[src/rtl/positioner_pkg.sv]
// constants and helpers for the parallel command port of the positioner
// What this block does
// - legacy port behaviour only when mode equals 16
// - debounced start rise launches move to position
// - position number is 13-bit BCD, sampled at start
// - accepted move targets are 1 through 1500
// - start with position zero runs home return
// - move before first homing rejected, code C6F
// - hold stops motion, release resumes remaining distance
// - hold in homing pauses, after reversal restarts homing
// - cancel stops motion and discards remaining distance
// - restart input restarts the controller
// - interpolation select launches both axes together
// - ready after init, drops on cold error
// - fault active high; hold, cancel active high
// - complete low at start, high in band, sticky
// - complete low during hold, servo off, power-up
// - two separate battery-low outputs
// - command pin inputs change only after 6 ms stable
// - complete low within 60 ms of start
package positioner_pkg;

  // -------------------------------------------------------------------------
  // register map (byte addresses)
  // -------------------------------------------------------------------------
  localparam logic [7:0] MODE_OFFS = 8'h00;
  localparam logic [7:0] CTRL_OFFS = 8'h04;
  localparam logic [7:0] STATUS_OFFS = 8'h08;
  localparam logic [7:0] ERRCODE_OFFS = 8'h0C;
  localparam logic [7:0] TARGET_OFFS = 8'h10;

  localparam logic [7:0] MODE_RESET = 8'h10;
  localparam logic [7:0] MODE_LEGACY = 8'h10;
  localparam int CTRL_TWOAXIS_BIT = 0;
  localparam int CTRL_ERRCLR_BIT = 1;
  localparam logic CTRL_TWOAXIS_RESET = 1'b0;

  localparam int STAT_READY_BIT = 0;
  localparam int STAT_FAULT_BIT = 1;
  localparam int STAT_COMPLETE_BIT = 2;
  localparam int STAT_HOMED_BIT = 3;
  localparam int STAT_ERR_BIT = 4;
  localparam int STAT_LEGACY_BIT = 5;
  localparam int STAT_STATE_LSB = 8;

  // -------------------------------------------------------------------------
  // error codes and position limits
  // -------------------------------------------------------------------------
  localparam logic [11:0] ERR_NOT_HOMED = 12'hC6F;
  localparam logic [11:0] ERR_BAD_POSITION = 12'h0A1;
  localparam logic [10:0] POS_MIN = 11'h001;
  localparam logic [10:0] POS_MAX = 11'h5DC;

  // -------------------------------------------------------------------------
  // timing
  // -------------------------------------------------------------------------
  localparam int CLK_HZ = 100_000_000;
  localparam int DEBOUNCE_US = 6000;
  localparam int DEBOUNCE_CYCLES = (CLK_HZ / 1_000_000) * DEBOUNCE_US;

  typedef enum logic [2:0] {
    ST_IDLE,
    ST_MOVING,
    ST_HELD,
    ST_HOMING,
    ST_HOME_HELD
  } motion_state_e;

  function automatic logic [3:0] bcdDigit(input logic [3:0] d);
    bcdDigit = (d > 4'h9) ? 4'hF : d;
  endfunction : bcdDigit

endpackage : positioner_pkg

[src/rtl/positioner_command_port.sv]
// parallel command port: pin handshake, motion sequencing and register slave
//
// The register addresses and register access over AHB-Lite were left to the implementer.
`timescale 1ns/1ps
module positioner_command_port #(
  parameter int DEBOUNCE_CYCLES = positioner_pkg::DEBOUNCE_CYCLES
) (
  input wire logic clk, // 100 MHz system clock
  input wire logic nrst, // asynchronous reset, active low
  input wire logic ce, // clock enable, freezes state when low
  input wire logic hsel, // slave select
  input wire logic [31:0] haddr, // byte address
  input wire logic [1:0] htrans, // transfer type
  input wire logic hwrite, // write when high
  input wire logic [2:0] hsize, // transfer size, word only
  input wire logic [31:0] hwdata, // write data
  input wire logic hready, // bus ready
  output logic hreadyout, // slave ready
  output logic [31:0] hrdata, // read data
  output logic hresp, // always okay
  input wire logic moveStartIn, // start pin
  input wire logic [12:0] posBcdIn, // position number pins
  input wire logic motionHoldIn, // hold pin
  input wire logic motionCancelIn, // cancel pin
  input wire logic controllerRestartIn, // restart pin
  input wire logic interpSelIn, // interpolation select pin
  input wire logic initDoneIn, // controller initialisation done
  input wire logic coldErrIn, // error of cold level or higher
  input wire logic alarmIn, // alarm from controller
  input wire logic servoOnIn, // servo is on
  input wire logic inPositionIn, // deviation inside in-position band
  input wire logic homeDoneIn, // home return finished, pulse
  input wire logic homeReversedIn, // reversed at mechanical end
  input wire logic sysBattLowIn, // system-memory battery low level
  input wire logic absBattLowIn, // absolute-data battery low level
  output logic readyOut, // ready pin
  output logic faultOut, // alarm pin
  output logic moveCompleteOut, // positioning complete pin
  output logic sysmemBattLowOut, // system-memory battery low pin
  output logic absdataBattLowOut, // absolute-data battery low pin
  output logic moveGo, // one-cycle move launch
  output logic homeGo, // one-cycle home return launch
  output logic holdCmd, // decelerate and keep remaining distance
  output logic cancelGo, // one-cycle discard of remaining distance
  output logic interpCmd, // launch both axes together
  output logic [10:0] targetPos, // position number for the launch
  output logic restartOut // one-cycle controller restart
);

  // -------------------------------------------------------------------------
  // reset release and pin filtering
  // -------------------------------------------------------------------------
  logic rstMeta;
  logic rstN;

  always_ff @(posedge clk or negedge nrst)
  begin
    if (!nrst)
    begin
      rstMeta <= 1'b0;
      rstN <= 1'b0;
    end
    else
    begin
      rstMeta <= 1'b1;
      rstN <= rstMeta;
    end
  end

  logic [17:0] pinsDb;
  input_debouncer #(
    .W(18),
    .STABLE_CYCLES(DEBOUNCE_CYCLES)
  ) u_debounce (
    .clk(clk),
    .rstN(rstN),
    .ce(ce),
    .pinIn({interpSelIn, controllerRestartIn, motionCancelIn, motionHoldIn,
      moveStartIn, posBcdIn}),
    .levelOut(pinsDb)
  );

  logic [12:0] posDb;
  logic startDb;
  logic holdDb;
  logic cancelDb;
  logic restartDb;
  logic interpDb;
  assign posDb = pinsDb[12:0];
  assign startDb = pinsDb[13];
  assign holdDb = pinsDb[14];
  assign cancelDb = pinsDb[15];
  assign restartDb = pinsDb[16];
  assign interpDb = pinsDb[17];

  logic [10:0] posNum;
  logic posZero;
  logic posOk;
  bcd_position_decoder u_bcd (
    .bcdIn(posDb),
    .posNum(posNum),
    .isZero(posZero),
    .inRange(posOk)
  );

  // -------------------------------------------------------------------------
  // registers written by software
  // -------------------------------------------------------------------------
  logic [7:0] mode_reg;
  logic twoAxis_reg;
  logic legacy;
  assign legacy = (mode_reg == positioner_pkg::MODE_LEGACY);

  logic wrPend_reg;
  logic [7:0] wrAddr_reg;
  logic addrPhase;
  assign addrPhase = hsel && htrans[1] && hready;
  logic errClr;
  assign errClr = wrPend_reg && (wrAddr_reg == positioner_pkg::CTRL_OFFS)
    && hwdata[positioner_pkg::CTRL_ERRCLR_BIT];

  always_ff @(posedge clk or negedge rstN)
  begin
    if (!rstN)
    begin
      wrPend_reg <= 1'b0;
      wrAddr_reg <= 8'h00;
    end
    else if (ce)
    begin
      wrPend_reg <= addrPhase && hwrite;
      wrAddr_reg <= haddr[7:0];
    end
  end

  always_ff @(posedge clk or negedge rstN)
  begin
    if (!rstN)
    begin
      mode_reg <= positioner_pkg::MODE_RESET;
      twoAxis_reg <= positioner_pkg::CTRL_TWOAXIS_RESET;
    end
    else if (ce && wrPend_reg)
    begin
      if (wrAddr_reg == positioner_pkg::MODE_OFFS)
        mode_reg <= hwdata[7:0];
      if (wrAddr_reg == positioner_pkg::CTRL_OFFS)
        twoAxis_reg <= hwdata[positioner_pkg::CTRL_TWOAXIS_BIT];
    end
  end

  // -------------------------------------------------------------------------
  // edge detection and restart
  // -------------------------------------------------------------------------
  logic startPrev_reg;
  logic restartPrev_reg;
  logic startRise;
  logic restartRise;
  assign startRise = startDb && !startPrev_reg;
  assign restartRise = restartDb && !restartPrev_reg;

  always_ff @(posedge clk or negedge rstN)
  begin
    if (!rstN)
    begin
      startPrev_reg <= 1'b0;
      restartPrev_reg <= 1'b0;
      restartOut <= 1'b0;
    end
    else if (ce)
    begin
      startPrev_reg <= startDb;
      restartPrev_reg <= restartDb;
      restartOut <= restartRise;
    end
  end

  // -------------------------------------------------------------------------
  // motion sequencer
  // -------------------------------------------------------------------------
  positioner_pkg::motion_state_e state_reg;
  logic homed_reg;
  logic complete_reg;
  logic rehome_reg;
  logic err_reg;
  logic [11:0] errCode_reg;

  // hold and cancel are active high only in the legacy mode
  logic holdAct;
  logic cancelAct;
  assign holdAct = legacy ? holdDb : !holdDb;
  assign cancelAct = legacy ? cancelDb : !cancelDb;

  logic accept;
  assign accept = legacy && startRise && readyOut
    && (state_reg == positioner_pkg::ST_IDLE);

  always_ff @(posedge clk or negedge rstN)
  begin
    if (!rstN)
    begin
      state_reg <= positioner_pkg::ST_IDLE;
      homed_reg <= 1'b0;
      complete_reg <= 1'b0;
      rehome_reg <= 1'b0;
      moveGo <= 1'b0;
      homeGo <= 1'b0;
      cancelGo <= 1'b0;
      holdCmd <= 1'b0;
      interpCmd <= 1'b0;
      targetPos <= 11'h000;
    end
    else if (ce)
    begin
      moveGo <= 1'b0;
      homeGo <= 1'b0;
      cancelGo <= 1'b0;
      if (restartRise)
      begin
        // a restart forgets homing, so the next move needs a home return
        state_reg <= positioner_pkg::ST_IDLE;
        homed_reg <= 1'b0;
        complete_reg <= 1'b0;
        rehome_reg <= 1'b0;
        holdCmd <= 1'b0;
        cancelGo <= 1'b1;
      end
      else
      begin
        case (state_reg)
          positioner_pkg::ST_IDLE:
          begin
            if (accept && posZero)
            begin
              homeGo <= 1'b1;
              complete_reg <= 1'b0;
              targetPos <= 11'h000;
              state_reg <= positioner_pkg::ST_HOMING;
            end
            else if (accept && homed_reg && posOk)
            begin
              moveGo <= 1'b1;
              targetPos <= posNum;
              interpCmd <= twoAxis_reg && interpDb;
              complete_reg <= 1'b0;
              state_reg <= positioner_pkg::ST_MOVING;
            end
          end
          positioner_pkg::ST_MOVING:
          begin
            if (cancelAct)
            begin
              cancelGo <= 1'b1;
              state_reg <= positioner_pkg::ST_IDLE;
            end
            else if (holdAct)
            begin
              holdCmd <= 1'b1;
              state_reg <= positioner_pkg::ST_HELD;
            end
            else if (inPositionIn)
            begin
              complete_reg <= 1'b1;
              state_reg <= positioner_pkg::ST_IDLE;
            end
          end
          positioner_pkg::ST_HELD:
          begin
            if (cancelAct)
            begin
              holdCmd <= 1'b0;
              cancelGo <= 1'b1;
              state_reg <= positioner_pkg::ST_IDLE;
            end
            else if (!holdAct)
            begin
              holdCmd <= 1'b0;
              state_reg <= positioner_pkg::ST_MOVING;
            end
          end
          positioner_pkg::ST_HOMING:
          begin
            if (cancelAct)
            begin
              cancelGo <= 1'b1;
              state_reg <= positioner_pkg::ST_IDLE;
            end
            else if (homeDoneIn)
            begin
              homed_reg <= 1'b1;
              complete_reg <= 1'b1;
              state_reg <= positioner_pkg::ST_IDLE;
            end
            else if (holdAct)
            begin
              holdCmd <= 1'b1;
              rehome_reg <= homeReversedIn;
              state_reg <= positioner_pkg::ST_HOME_HELD;
            end
          end
          positioner_pkg::ST_HOME_HELD:
          begin
            if (cancelAct)
            begin
              holdCmd <= 1'b0;
              cancelGo <= 1'b1;
              state_reg <= positioner_pkg::ST_IDLE;
            end
            else if (!holdAct)
            begin
              // after reversal the search restarts from the beginning
              holdCmd <= 1'b0;
              homeGo <= rehome_reg;
              rehome_reg <= 1'b0;
              state_reg <= positioner_pkg::ST_HOMING;
            end
          end
          default:
            state_reg <= positioner_pkg::ST_IDLE;
        endcase
      end
    end
  end

  // -------------------------------------------------------------------------
  // command errors
  // -------------------------------------------------------------------------
  always_ff @(posedge clk or negedge rstN)
  begin
    if (!rstN)
    begin
      err_reg <= 1'b0;
      errCode_reg <= 12'h000;
    end
    else if (ce)
    begin
      // a new rejection wins over a clear in the same cycle
      if (accept && !posZero && !homed_reg)
      begin
        err_reg <= 1'b1;
        errCode_reg <= positioner_pkg::ERR_NOT_HOMED;
      end
      else if (accept && !posZero && !posOk)
      begin
        err_reg <= 1'b1;
        errCode_reg <= positioner_pkg::ERR_BAD_POSITION;
      end
      else if (errClr || restartRise)
        err_reg <= 1'b0;
    end
  end

  // -------------------------------------------------------------------------
  // output pins
  // -------------------------------------------------------------------------
  always_ff @(posedge clk or negedge rstN)
  begin
    if (!rstN)
    begin
      readyOut <= 1'b0;
      faultOut <= 1'b0;
      moveCompleteOut <= 1'b0;
      sysmemBattLowOut <= 1'b0;
      absdataBattLowOut <= 1'b0;
    end
    else if (ce)
    begin
      readyOut <= initDoneIn && !coldErrIn;
      // other modes drive the alarm pin as normally on
      faultOut <= legacy ? (alarmIn || err_reg) : !(alarmIn || err_reg);
      moveCompleteOut <= complete_reg && !holdAct && servoOnIn;
      sysmemBattLowOut <= sysBattLowIn;
      absdataBattLowOut <= absBattLowIn;
    end
  end

  // -------------------------------------------------------------------------
  // bus read path, zero wait states
  // -------------------------------------------------------------------------
  always_ff @(posedge clk or negedge rstN)
  begin
    if (!rstN)
    begin
      hrdata <= 32'h0000_0000;
      hreadyout <= 1'b0;
      hresp <= 1'b0;
    end
    else if (ce)
    begin
      hreadyout <= 1'b1;
      hresp <= 1'b0;
      hrdata <= 32'h0000_0000;
      if (addrPhase && !hwrite)
      begin
        case (haddr[7:0])
          positioner_pkg::MODE_OFFS:
            hrdata <= {24'h00_0000, mode_reg};
          positioner_pkg::CTRL_OFFS:
            hrdata <= {31'h0000_0000, twoAxis_reg};
          positioner_pkg::STATUS_OFFS:
            hrdata <= {21'h00_0000, state_reg, 2'b00, legacy, err_reg,
              homed_reg, moveCompleteOut, faultOut, readyOut};
          positioner_pkg::ERRCODE_OFFS:
            hrdata <= {20'h0_0000, errCode_reg};
          positioner_pkg::TARGET_OFFS:
            hrdata <= {21'h00_0000, targetPos};
          default:
            hrdata <= 32'h0000_0000;
        endcase
      end
    end
  end

endmodule : positioner_command_port

[src/rtl/input_debouncer.sv]
// three-stage synchroniser and stable-time filter for pin inputs
`timescale 1ns/1ps
module input_debouncer #(
  parameter int W = 1,
  parameter int STABLE_CYCLES = positioner_pkg::DEBOUNCE_CYCLES
) (
  input wire logic clk, // system clock
  input wire logic rstN, // synchronised reset, active low
  input wire logic ce, // clock enable
  input wire logic [W-1:0] pinIn, // raw pin levels
  output logic [W-1:0] levelOut // filtered levels
);
  localparam int CW = $clog2(STABLE_CYCLES + 1);
  localparam logic [CW-1:0] LAST = CW'(STABLE_CYCLES - 1);

  logic [W-1:0] s1Reg;
  logic [W-1:0] s2Reg;
  logic [W-1:0] s3Reg;

  always_ff @(posedge clk or negedge rstN)
  begin
    if (!rstN)
    begin
      s1Reg <= '0;
      s2Reg <= '0;
      s3Reg <= '0;
    end
    else if (ce)
    begin
      s1Reg <= pinIn;
      s2Reg <= s1Reg;
      s3Reg <= s2Reg;
    end
  end

  for (genvar i = 0; i < W; i++)
  begin : g_bit
    logic [CW-1:0] cntReg;
    always_ff @(posedge clk or negedge rstN)
    begin
      if (!rstN)
      begin
        cntReg <= '0;
        levelOut[i] <= 1'b0;
      end
      else if (ce)
      begin
        // any disagreement or return to the old level restarts the wait
        if ((s2Reg[i] != s3Reg[i]) || (s3Reg[i] == levelOut[i]))
          cntReg <= '0;
        else if (cntReg == LAST)
        begin
          cntReg <= '0;
          levelOut[i] <= s3Reg[i];
        end
        else
          cntReg <= cntReg + 1'b1;
      end
    end
  end

endmodule : input_debouncer

[src/rtl/bcd_position_decoder.sv]
// converts the 13-bit BCD position inputs to a binary position number
`timescale 1ns/1ps
module bcd_position_decoder (
  input wire logic [12:0] bcdIn, // thousands bit, hundreds, tens, units
  output logic [10:0] posNum, // binary position number
  output logic isZero, // all position inputs off
  output logic inRange // legal BCD and within move range
);
  logic [3:0] units;
  logic [3:0] tens;
  logic [3:0] hundreds;

  always_comb
  begin
    units = positioner_pkg::bcdDigit(bcdIn[3:0]);
    tens = positioner_pkg::bcdDigit(bcdIn[7:4]);
    hundreds = positioner_pkg::bcdDigit(bcdIn[11:8]);
    posNum = 11'(units) + 11'(tens) * 11'd10 + 11'(hundreds) * 11'd100
      + (bcdIn[12] ? 11'd1000 : 11'd0);
    isZero = (bcdIn == 13'h0000);
    inRange = (units != 4'hF) && (tens != 4'hF) && (hundreds != 4'hF)
      && (posNum >= positioner_pkg::POS_MIN)
      && (posNum <= positioner_pkg::POS_MAX);
  end

endmodule : bcd_position_decoder

[config.mk]
export PLATFORM = sky130hd
export DESIGN_NAME = positioner_command_port
export DESIGN_NICKNAME = d
export VERILOG_FILES = /design/src/rtl/positioner_pkg.sv /design/src/rtl/positioner_command_port.sv /design/src/rtl/input_debouncer.sv /design/src/rtl/bcd_position_decoder.sv
export SDC_FILE = /design/constraint.sdc
export NUM_CORES = 1
export LEC_CHECK = 0
export BUFFER_PORTS_ARGS = -buffer_cell sky130_fd_sc_hd__buf_2
export CELL_PAD_IN_SITES_DETAIL_PLACEMENT = 1
export CELL_PAD_IN_SITES_GLOBAL_PLACEMENT = 1
export CORE_MARGIN = 3
export CORE_UTILIZATION = 48
export CTS_CLUSTER_DIAMETER = 50
export CTS_CLUSTER_SIZE = 10
export DETAILED_ROUTE_END_ITERATION = 12
export HOLD_SLACK_MARGIN = 0.12
export PLACE_DENSITY_LB_ADDON = 0.1
export SLEW_MARGIN = 5
export SYNTH_ARGS = -nofsm -noshare
export SYNTH_HDL_FRONTEND = slang
export SYNTH_SLANG_ARGS = --single-unit
[constraint.sdc]
create_clock -name clk -period 20.8 [get_ports clk]
set_input_delay 2.08 -clock clk [delete_from_list [all_inputs] [get_ports clk]]
set_output_delay 2.08 -clock clk [all_outputs]
set_load 0.01 [all_outputs]
# [After elaboration in Yosys (flattened, before gate mapping)]
# Index checks and enable logic that the tools add are counted.
[op_classes] n_addsub=21 n_eq_ne=83 mux=103 bitwise_logic=20 n_lt_le_gt_ge=5 mul=2 reduce_logical=100
[op_table] cell="$mux 20" n=36
[op_table] cell="$add 20x1->20 const B" n=18
[op_table] cell="$eq 20x20->1 const B" n=18
[op_table] cell="$pmux 12 s5" n=1
[op_table] cell="$reduce_and 3->1" n=18
[op_table] cell="$mux 1" n=39
[op_table] cell="$mux 3" n=13
[op_table] cell="$mux 32" n=1
[op_table] cell="$ne 3x3->1 const B" n=9
[op_table] cell="$logic_and 1x1->1" n=26
[op_table] cell="$mux 12" n=2
[op_table] cell="$add 11x11->11" n=2
[op_table] cell="$mux 11" n=2
[op_table] cell="$logic_or 1x1->1" n=20
[op_table] cell="$ne 4x4->1 const B" n=5
[op_table] cell="$not 1->1" n=20
[op_table] cell="$eq 1x1->1" n=18
[op_table] cell="$ne 1x1->1" n=18
[op_table] cell="$eq 8x3->1 const B" n=2
[op_table] cell="$eq 8x4->1 const B" n=2
[op_table] cell="$eq 8x5->1 const B" n=2
[op_table] cell="$logic_not 8->1" n=2
[op_table] cell="$pmux 3 s5" n=1
[op_table] cell="$logic_not 13->1" n=1
[op_table] cell="other kinds (30)" n=58
[totals] elab_cells=401 out_inout_bits=56 register_bits=528

# [Longest topological paths before layout]
# Gate-level depths: netlist (run 1).
[depth] ltp_word=14 ltp_mapped=21 depth_no_buf=19

# [Hierarchy]
# A second synthesis (run 1) with hierarchy kept.
[unflattened] cells_unflattened=3012 hier_area_um2=28023.1
[modules_own_cells] module="input_debouncer" n_inst=1 cells_each=2533 seq_area_each_um2=10810.4 area_each_um2=23281.1
[modules_own_cells] module="positioner_command_port" n_inst=1 cells_each=331 seq_area_each_um2=1677.9 area_each_um2=3570.9
[modules_own_cells] module="bcd_position_decoder" n_inst=1 cells_each=148 seq_area_each_um2=0.0 area_each_um2=1171.1

# [Least setup slack after synthesis (run 1)]
# OpenSTA, ideal clock, no wires.
[synth_timing] kind="register -> register" start="reg u_debounce.levelOut[7]" end="reg errCode_reg[7]" required_ns=20.675 t_arrival_ns=4.482 slack_ns=16.193 n_path_buf=1 path_stages_with_launch=20 cell_sequence="dfrtp_1 -> buf_1 -> a21o_1 -> ha_1 -> ha_1 -> ha_1 -> nand2_1 -> o21bai_1 -> a21oi_1 -> o22ai_1 -> fa_1 -> inv_1 -> ha_1 -> o21ai_0 -> or4b_1 -> o2111ai_2 -> nor2_2 -> or3_4 -> a21oi_2 -> mux2_2"
[synth_between] elab_chain_len=13 word_cells_on_any_way=22 classes_between="add/sub (3); mul (1); order compare (3); eq/ne (1); mux (2); reduce/logical (12)"
[synth_lines] element="from (decl)" line_no="input_debouncer.sv:11" rtl="output logic [W-1:0] levelOut"
[synth_lines] element="from (signal, indexed assignment)" line_no="input_debouncer.sv:54" rtl="levelOut[i] <= s3Reg[i];"
[synth_lines] element="$gt 4x4->1" line_no="positioner_pkg.sv:70" rtl="bcdDigit = (d > 4'h9) ? 4'hF : d;"
[synth_lines] element="$mux 4" line_no="positioner_pkg.sv:70"
[synth_lines] element="$mul 4x3->7" line_no="bcd_position_decoder.sv:18" rtl="posNum = 11'(units) + 11'(tens) * 11'd10 + 11'(hundreds) * 11'd100"
[synth_lines] element="$add 4x8->9" line_no="bcd_position_decoder.sv:18"
[synth_lines] element="$add 11x11->11" line_no="bcd_position_decoder.sv:18"
[synth_lines] element="$add 11x11->11" line_no="bcd_position_decoder.sv:19" rtl="+ (bcdIn[12] ? 11'd1000 : 11'd0);"
[synth_lines] element="$ge 11x1->1" line_no="bcd_position_decoder.sv:22" rtl="&& (posNum >= positioner_pkg::POS_MIN)"
[synth_lines] element="$logic_and 1x1->1" line_no="bcd_position_decoder.sv:22"
[synth_lines] element="$logic_and 1x1->1" line_no="bcd_position_decoder.sv:23" rtl="&& (posNum <= positioner_pkg::POS_MAX);"
[synth_lines] element="$logic_not 1->1" line_no="positioner_command_port.sv:343" rtl="else if (accept && !posZero && !posOk)"
[synth_lines] element="$logic_and 1x1->1" line_no="positioner_command_port.sv:343"
[synth_lines] element="$reduce_bool 2->1 (no source line)"
[synth_lines] element="$reduce_and 2->1 (no source line)"
[synth_lines] element="to (signal assigned)" line_no="positioner_command_port.sv:341" rtl="errCode_reg <= positioner_pkg::ERR_NOT_HOMED;"
[synth_lines] element="to (signal assigned)" line_no="positioner_command_port.sv:346" rtl="errCode_reg <= positioner_pkg::ERR_BAD_POSITION;"
[synth_lines] element="to (decl)" line_no="positioner_command_port.sv:186" rtl="logic [11:0] errCode_reg;"
# Parallel ways exist; a longest one is shown, timed or not.
# A chain may end at the register's enable or synchronous reset.

# [Final worst setup path (run 1)]
[layout_timing] start="reg u_debounce.levelOut[7]" end="reg targetPos[3]"
[layout_between] elab_chain_len=12 word_cells_on_any_way=20 classes_between="add/sub (3); mul (1); order compare (3); eq/ne (1); mux (3); reduce/logical (9)"
[layout_lines] element="$gt 4x4->1" line_no="positioner_pkg.sv:70"
[layout_lines] element="$mux 4" line_no="positioner_pkg.sv:70"
[layout_lines] element="$mul 4x3->7" line_no="bcd_position_decoder.sv:18"
[layout_lines] element="$add 4x8->9" line_no="bcd_position_decoder.sv:18"
[layout_lines] element="$add 11x11->11" line_no="bcd_position_decoder.sv:18"
[layout_lines] element="$add 11x11->11" line_no="bcd_position_decoder.sv:19"
[layout_lines] element="$ge 11x1->1" line_no="bcd_position_decoder.sv:22"
[layout_lines] element="$logic_and 1x1->1" line_no="bcd_position_decoder.sv:22"
[layout_lines] element="$logic_and 1x1->1" line_no="bcd_position_decoder.sv:23"
[layout_lines] element="$logic_and 1x1->1" line_no="positioner_command_port.sv:240" rtl="else if (accept && homed_reg && posOk)"
[layout_lines] element="$reduce_bool 2->1 (no source line)"
[layout_lines] element="$reduce_and 4->1 (no source line)"
[layout_lines] element="to (signal assigned)" line_no="positioner_command_port.sv:243" rtl="targetPos <= posNum;"
[layout_lines] element="to (decl)" line_no="positioner_command_port.sv:46" rtl="output logic [10:0] targetPos,"
# Parallel ways exist; a longest one is shown, timed or not. The select of a mux whose other input is x is not followed.

==> impl_metrics.csv, run 1 <==
group,metric,value,unit
run_status,status,"finished, final reports clean",
power,sw_frac_of_total,25.21,%
final_layout,finish.instance_area,0.02983,mm²
grt,grt_usage,23.84,%
final_layout,layout_common_cells,"dfrtp_1, nand2_1, o21ai_0",
logic_synthesis,ys_seq_elements,499,
sta,fin_setup_tns,0,ns
final_layout,finish.utilization,54.78,%
grt,grt_pass1_wl,119.4,mm
routing,drc_errors,0,
clock_tree,clockBufferDepth,3,
clock_tree,clockRootBuffer,"clkbuf_16",
logic_synthesis,synthFlopType,"dfrtp_1",
floorplanning,die_w,242.0,µm
final_layout,fin_cells,3756,
routing,viasPerCell,6.051,
sta,tightest_slew,1.147,ns
sta,setup_ws,15.20,ns
worst_setup_path,crit_required,21.29,ns
final_layout,syn_to_final_growth,11.56,%
logic_synthesis,ys_warn_count,0,
worst_setup_path,end_kind,"flop",
sta,post-route-period-util,26.94,%
placement,place.port_buffers,84,
sta,maxSlewViolCount,0,
sta,period_needed,5.604,ns
grt,antenna_found_initial,0,
floorplanning,start_util,49.11,%
clock_tree,h-tree-depth,3,
routing,routedWlPerCell,18.76,µm
final_layout,largest_register,"u_debounce.g_bit.cntReg",
floorplanning,boundaryPins,158,
grt,grt_overflow,0,
logic_synthesis,syn_area,0.02674,mm²
logic_synthesis,syn-instance-count,2939,
grt,grt_use_met3,3.354,%
power,internal_power,1.785,mW
routing,wl,70.47,mm
worst_hold_path,hp-class,"reg -> reg",
placement,place_area,0.02759,mm²
power,leakagePower,12.70,nW
sta,hold_viol,0,
clock_tree,clk_latency,0.59,ns
sta,clock_skew,0.01608,ns
logic_synthesis,netlist-cell-type-count,78,
floorplanning,die_h,242.0,µm
clock_tree,cts_resized,0,
floorplanning,rows,85,
placement,dp_hpwl,45.29,mm
worst_hold_path,hold_depth,0,
floorplanning,core_area,0.05445,mm²
sta,relSlewSlack,23.30,%
logic_synthesis,ys_top_cells_by_area,"dfrtp_1, o21ai_0, nand2_1",
sta,setup_violations,0,
placement,gp_congestion,0.7837,
grt,grt_pass1_vias,24155,
grt,grt_max_degree,92,
power,p_seq_share,43.6,%
logic_synthesis,synth.top_cell.area_share,46.60,%
final_layout,layout.nets,3131,
power,ir_worst_vdd,0.07027,mV
clock_tree,clk_pin_slew,0.05,ns
routing,drtIter0Drc,1141,
power,p_comb_share,7.8,%
job,drv_cap,0,
routing,vias,22728,
floorplanning,dieArea,0.05858,mm²
worst_setup_path,worstSetupPathType,"reg -> reg",
logic_synthesis,synth-edff-count,0,
power,clock_power_share,48.7,%
sta,rsz0062_at_grt,"no",
placement,pre_cts_ws,14.98,ns
logic_synthesis,synth_top_cell_by_area,"dfrtp_1",
grt,top_usage_layer,"met2",
clock_tree,cts_setup_buffers,0,
clock_tree,holdBufCountCts,0,
final_layout,largest_reg_flops,360,
worst_setup_path,start_kind,"flop",
worst_setup_path,cp_max_fo,13,
clock_tree,cts_tree,"yes",
worst_setup_path,worstRegToRegCells,19,
worst_setup_path,worst_ep_arrival_time,6.09,ns
placement,place_inst,3642,
power,powerDensity,80.00,mW/mm²
grt,grtUsageMet2,42.53,%
logic_synthesis,syn_area_per_cell,9.099,µm²
final_layout,mostFrequentLayoutCell,"dfrtp_1",
power,finalPower,2.386,mW
grt,grt_use_met1,30.50,%
final_layout,diodes,0,
sta,fmax,178.4,MHz
routing,dr.pass1.iters,5,
logic_synthesis,ys_seq_area_share,46.70,%
logic_synthesis,async_reset_ff_share,100.0,%
routing,drtAntennaViolNets,0,
clock_tree,cts_buffers,71,
power,p_sw,0.6015,mW
sta,timing.hold.ws,0.3451,ns
clock_tree,clock-sinks,499,
final_layout,drive_above_1_share,10.44,%
==> kinds of logic after synthesis <==
group	count (synthesis)	synth area share (%)
AOI/OAI and AO/OA	817	19.19
xor gates and xnor gates	52	1.703
adders and majority gates	54	2.742
buffers and inverters	223	3.556
DFF	499	46.70
muxes	99	4.057
other	2	0.02808
and+or+nand+nor	1193	22.02
==> per-layer routing <==
metal / wire length, µm / part of all wire [%]
met2: 35520 / 50
met4: 1304 / 1.9
met1: 31850 / 45
met3: 1801 / 2.6
met5: 0 / 0
==> final cells by class <==
cell class | instances | area, µm²
Fill cell | 6277 | 24620
Multi-Input combinational cell | 2238 | 13390
Sequential cell | 499 | 12490
Clock buffer | 94 | 2026
Tap cell | 739 | 924.6
Timing Repair Buffer | 98 | 535.5
Inverter | 68 | 260.3
Clock inverter | 20 | 206.4
==> critical path: stages (launching register included) <==
cell       delay, ns
dfrtp_1         0.65
o21ai_0         0.26
nand2b_1        0.17
ha_1            0.18
inv_1           0.06
fa_1            0.40
nor2b_1         0.18
o21bai_1        0.11
a21oi_1         0.13
o22ai_1         0.14
fa_1            0.55
inv_1           0.04
ha_1            0.33
o21ai_0         0.12
or4b_1          0.50
o2111ai_2       0.15
nor2_2          0.08
a31oi_1         0.39
nand4_1         0.64
o22ai_1         0.41
==> synth_stat cells, types with 5 or more instances <==
cell type / instances
inv_1: 68
a21oi_1: 49
o21ai_0: 399
dfrtp_1: 498
buf_2: 9
nand3b_1: 19
mux2i_1: 24
a22oi_1: 5
buf_4: 21
a222oi_1: 6
nand4_1: 49
nor3b_1: 14
a21o_1: 31
nor2_1: 160
o22ai_1: 16
buf_1: 7
o21ai_1: 8
and3_1: 97
o41ai_1: 44
xnor2_1: 34
or2_2: 14
fa_1: 8
and4_1: 10
nor3_1: 54
clkbuf_1: 114
nand2b_1: 37
and2_1: 21
nand3_1: 125
a31oi_1: 41
ha_1: 45
or3_1: 7
nor4b_1: 17
xor2_1: 18
nor4_1: 47
mux2_2: 75
nand2_1: 463
nand4b_1: 5
a22o_1: 51
o2bb2ai_1: 32
nor2b_1: 32
o31ai_1: 109
==> final timing paths <==
check,startpoint,endpoint,slack [ns]
min in group asynchronous,rstN,u_debounce.g_bit[4].cntReg[13],0.38
min,rstMeta,rstN,0.35
min reg2reg,rstMeta,rstN,0.35
max in group asynchronous,rstN,u_debounce.g_bit[14].cntReg[11],16.47
max reg2reg,u_debounce.levelOut[7],targetPos[3],15.20
max,u_debounce.levelOut[7],targetPos[3],15.20
==> power by group through the flow <==
stage	logic (mW)	registers, mW	clock network [mW]
after floorplan	0.131	1.06	0
after global placement	0.176	1.05	0
after detailed placement	0.186	1.06	0
after CTS	0.188	1.04	1.19
after global routing	0.211	1.04	1.23
final	0.185	1.04	1.16
Power figures use the tool's default switching activity.
==> inputs of run 2 (changes only) <==
Settings changed: CORE_UTILIZATION 48 to 43.
Clock period 20.8 ns to 5.1 ns, I/O delays scaled along.
==> run 2 against run 1 <==
Largest cell class unchanged. Largest power group unchanged. Worst hold slack got worse by 0.19 ns. Non-clock buffer count rose by 15. Flip-flop and latch count did not move. Via count fell by 0.37%. Critical path type unchanged. Clock power rose to 4.3 times the previous value. Cell count rose by 3.0%.
==> impl_metrics.csv, run 2 (synthesized netlist as in run 1, its figures left out) <==
group,metric,value,unit
floorplanning,start_util,43.89,%
routing,viasPerCell,5.851,
placement,pre_cts_ws,-0.3378,ns
floorplanning,core_area,0.06092,mm²
sta,fmax,205.5,MHz
routing,routedWlPerCell,18.45,µm
final_layout,largest_reg_flops,360,
sta,rsz0062_at_grt,"no",
final_layout,diodes,0,
worst_setup_path,worst_ep_arrival_time,5.33,ns
clock_tree,clk_latency,0.60,ns
final_layout,mostFrequentLayoutCell,"dfrtp_1",
clock_tree,clockRootBuffer,"clkbuf_16",
grt,grt_max_degree,121,
sta,relSlewSlack,20.75,%
grt,grt_usage,21.81,%
worst_setup_path,crit_required,5.57,ns
worst_setup_path,start_kind,"flop",
sta,post-route-period-util,95.40,%
clock_tree,h-tree-depth,3,
placement,dp_hpwl,46.89,mm
sta,setup_violations,0,
final_layout,syn_to_final_growth,13.35,%
worst_setup_path,cp_max_fo,9,
grt,grt_pass1_wl,121.5,mm
floorplanning,boundaryPins,158,
sta,timing.hold.ws,0.1552,ns
worst_setup_path,crit_family,"adder cells",
sta,tightest_slew,1.178,ns
worst_setup_path,crit_path_max_incr_delay,0.53,ns
power,ir_worst_vdd,0.2802,mV
final_layout,layout_common_cells,"dfrtp_1, nand2_1, o21ai_0",
routing,drtIter0Drc,1364,
power,leakagePower,12.86,nW
job,drv_cap,0,
worst_setup_path,worst-path-buf-inv,1,
sta,hold_viol,0,
routing,route.top_layer_used,"met4",
routing,wl_met1,33.49,mm
final_layout,drive_above_1_share,11.11,%
clock_tree,cts_buffers,73,
placement,gp_congestion,0.8279,
final_layout,largest_register,"u_debounce.g_bit.cntReg",
grt,grt_pass1_vias,23803,
sta,setup_ws,0.2345,ns
clock_tree,cts_tree,"yes",
sta,maxSlewViolCount,0,
routing,dr_wl_met2,34.26,mm
final_layout,finish.utilization,49.75,%
sta,clock_skew,0.01926,ns
run_status,status,"finished, final reports clean",
worst_hold_path,hp-class,"in -> reg",
clock_tree,clock-sinks,499,
worst_setup_path,cp_slowest_cell,"fa_1",
worst_setup_path,worstSetupPathType,"reg -> reg",
final_layout,layout.nets,3148,
power,powerDensity,330.8,mW/mm²
routing,wl,71.39,mm
worst_setup_path,crit_chain,"o21ai_4 -> nand2b_1 -> ha_1 -> ha_1 -> ha_1 -> nand2_1 -> o21bai_1 -> a21oi_1 -> o22ai_1 -> fa_1 -> inv_1 -> ha_4 -> o21ai_0 -> or4b_1 -> o2111ai_2 -> nor2_2 -> or3_4 -> a21oi_4 -> mux2_2",
routing,dr.pass1.iters,8,
floorplanning,dieArea,0.06522,mm²
clock_tree,clockBufferDepth,3,
grt,grt_overflow,0,
floorplanning,die_h,255.4,µm
grt,antenna_found_initial,0,
placement,place.port_buffers,84,
routing,vias,22644,
clock_tree,clk_pin_slew,0.05,ns
routing,drc_errors,0,
floorplanning,rows,90,
routing,drtAntennaViolNets,0,
worst_setup_path,end_kind,"flop",
routing,route.met3.wl,1.876,mm
worst_setup_path,crit_top_cell,"ha_1",
sta,period_needed,4.865,ns
floorplanning,die_w,255.4,µm
-- run 2: changes by cell type in the layout (fill, tap and decap cells not counted), moves of 2 or more --
cell and change:
buf_4 +5, clkinv_4 +3, inv_6 +3, dfrtp_2 +2, dfrtp_1 -2, clkbuf_1 +2
dlygate4sd3_1 +6, clkbuf_16 +2, buf_12 +3, bufinv_16 +2
-- run 2: final timing paths --
kind	depth (start not counted)	slack, ns	startpoint	to
min in group asynchronous	2	0.24	nrst	rstN
setup / recovery	19	0.23	u_debounce.levelOut[6]	errCode_reg[7]
setup reg to reg	19	0.23	u_debounce.levelOut[6]	errCode_reg[7]
max in group asynchronous	1	3.49	rstN	u_debounce.g_bit[11].cntReg[8]
hold reg to reg	0	0.35	rstMeta	rstN
hold / removal	2	0.16	posBcdIn[4]	u_debounce.s1Reg[4]
-- run 2: where the power goes --
part           internal, mW  switching (mW)  total [mW]
Combinational         0.273           0.496       0.769
Clock                  3.12            1.90        5.02
Sequential             4.09           0.146        4.24
-- run 2: worst register-to-register path: stages, from the launching register on --
cell and delay [ns]:
dfrtp_2 0.47, o21ai_4 0.20, nand2b_1 0.12, ha_1 0.20, ha_1 0.21, ha_1 0.32
nand2_1 0.10, o21bai_1 0.18, a21oi_1 0.12, o22ai_1 0.13, fa_1 0.53, inv_1 0.07
ha_4 0.28, o21ai_0 0.10, or4b_1 0.50, o2111ai_2 0.14, nor2_2 0.08, or3_4 0.41
a21oi_4 0.21, mux2_2 0.36
-- run 2: layer usage --
| metal | vias to the layer above | GRT usage, % |
|---|---|---|
| met1 | 11524 | 29.60 |
| met2 | 214 | 36.45 |
| met3 | 113 | 2.812 |
| met4 | 0 | 6.754 |
| met5 | - | 0 |
| li1 | 10793 | - |
-- run 2: layout make-up --
class                   instances  area [µm²]
clock inverters                26       306.5
inverters                      68       260.3
repair buffers                113       704.4
multi-input cells            2238       13430
clock buffers                  98        2083
well taps                     828        1036
flip-flops and latches        499       12490
fillers                      6970       30610
-- run 2: metrics by stage --
step           cell area, µm²  std cells  setup TNS (ns)  power (mW)
2_1_floorplan           26820       2960               0       4.848
3_3_place_gp            27810       3739               0       5.030
3_5_place_dp            27810       3739          -3.699       5.080
4_1_cts                 30270       3870               0       10.17
5_1_grt                 30310       3870               0       10.45
6_report                30310       3870               0       10.03
-- run 2: what timing repair did --
action                                 4_1_cts  5_1_grt
hold buffers                                 6        0
setup endpoints to repair                   15       17
pin swaps                                    1        0
setup buffers                                1        0
endpoints found under the hold margin        7        0
resized for setup                            2        8
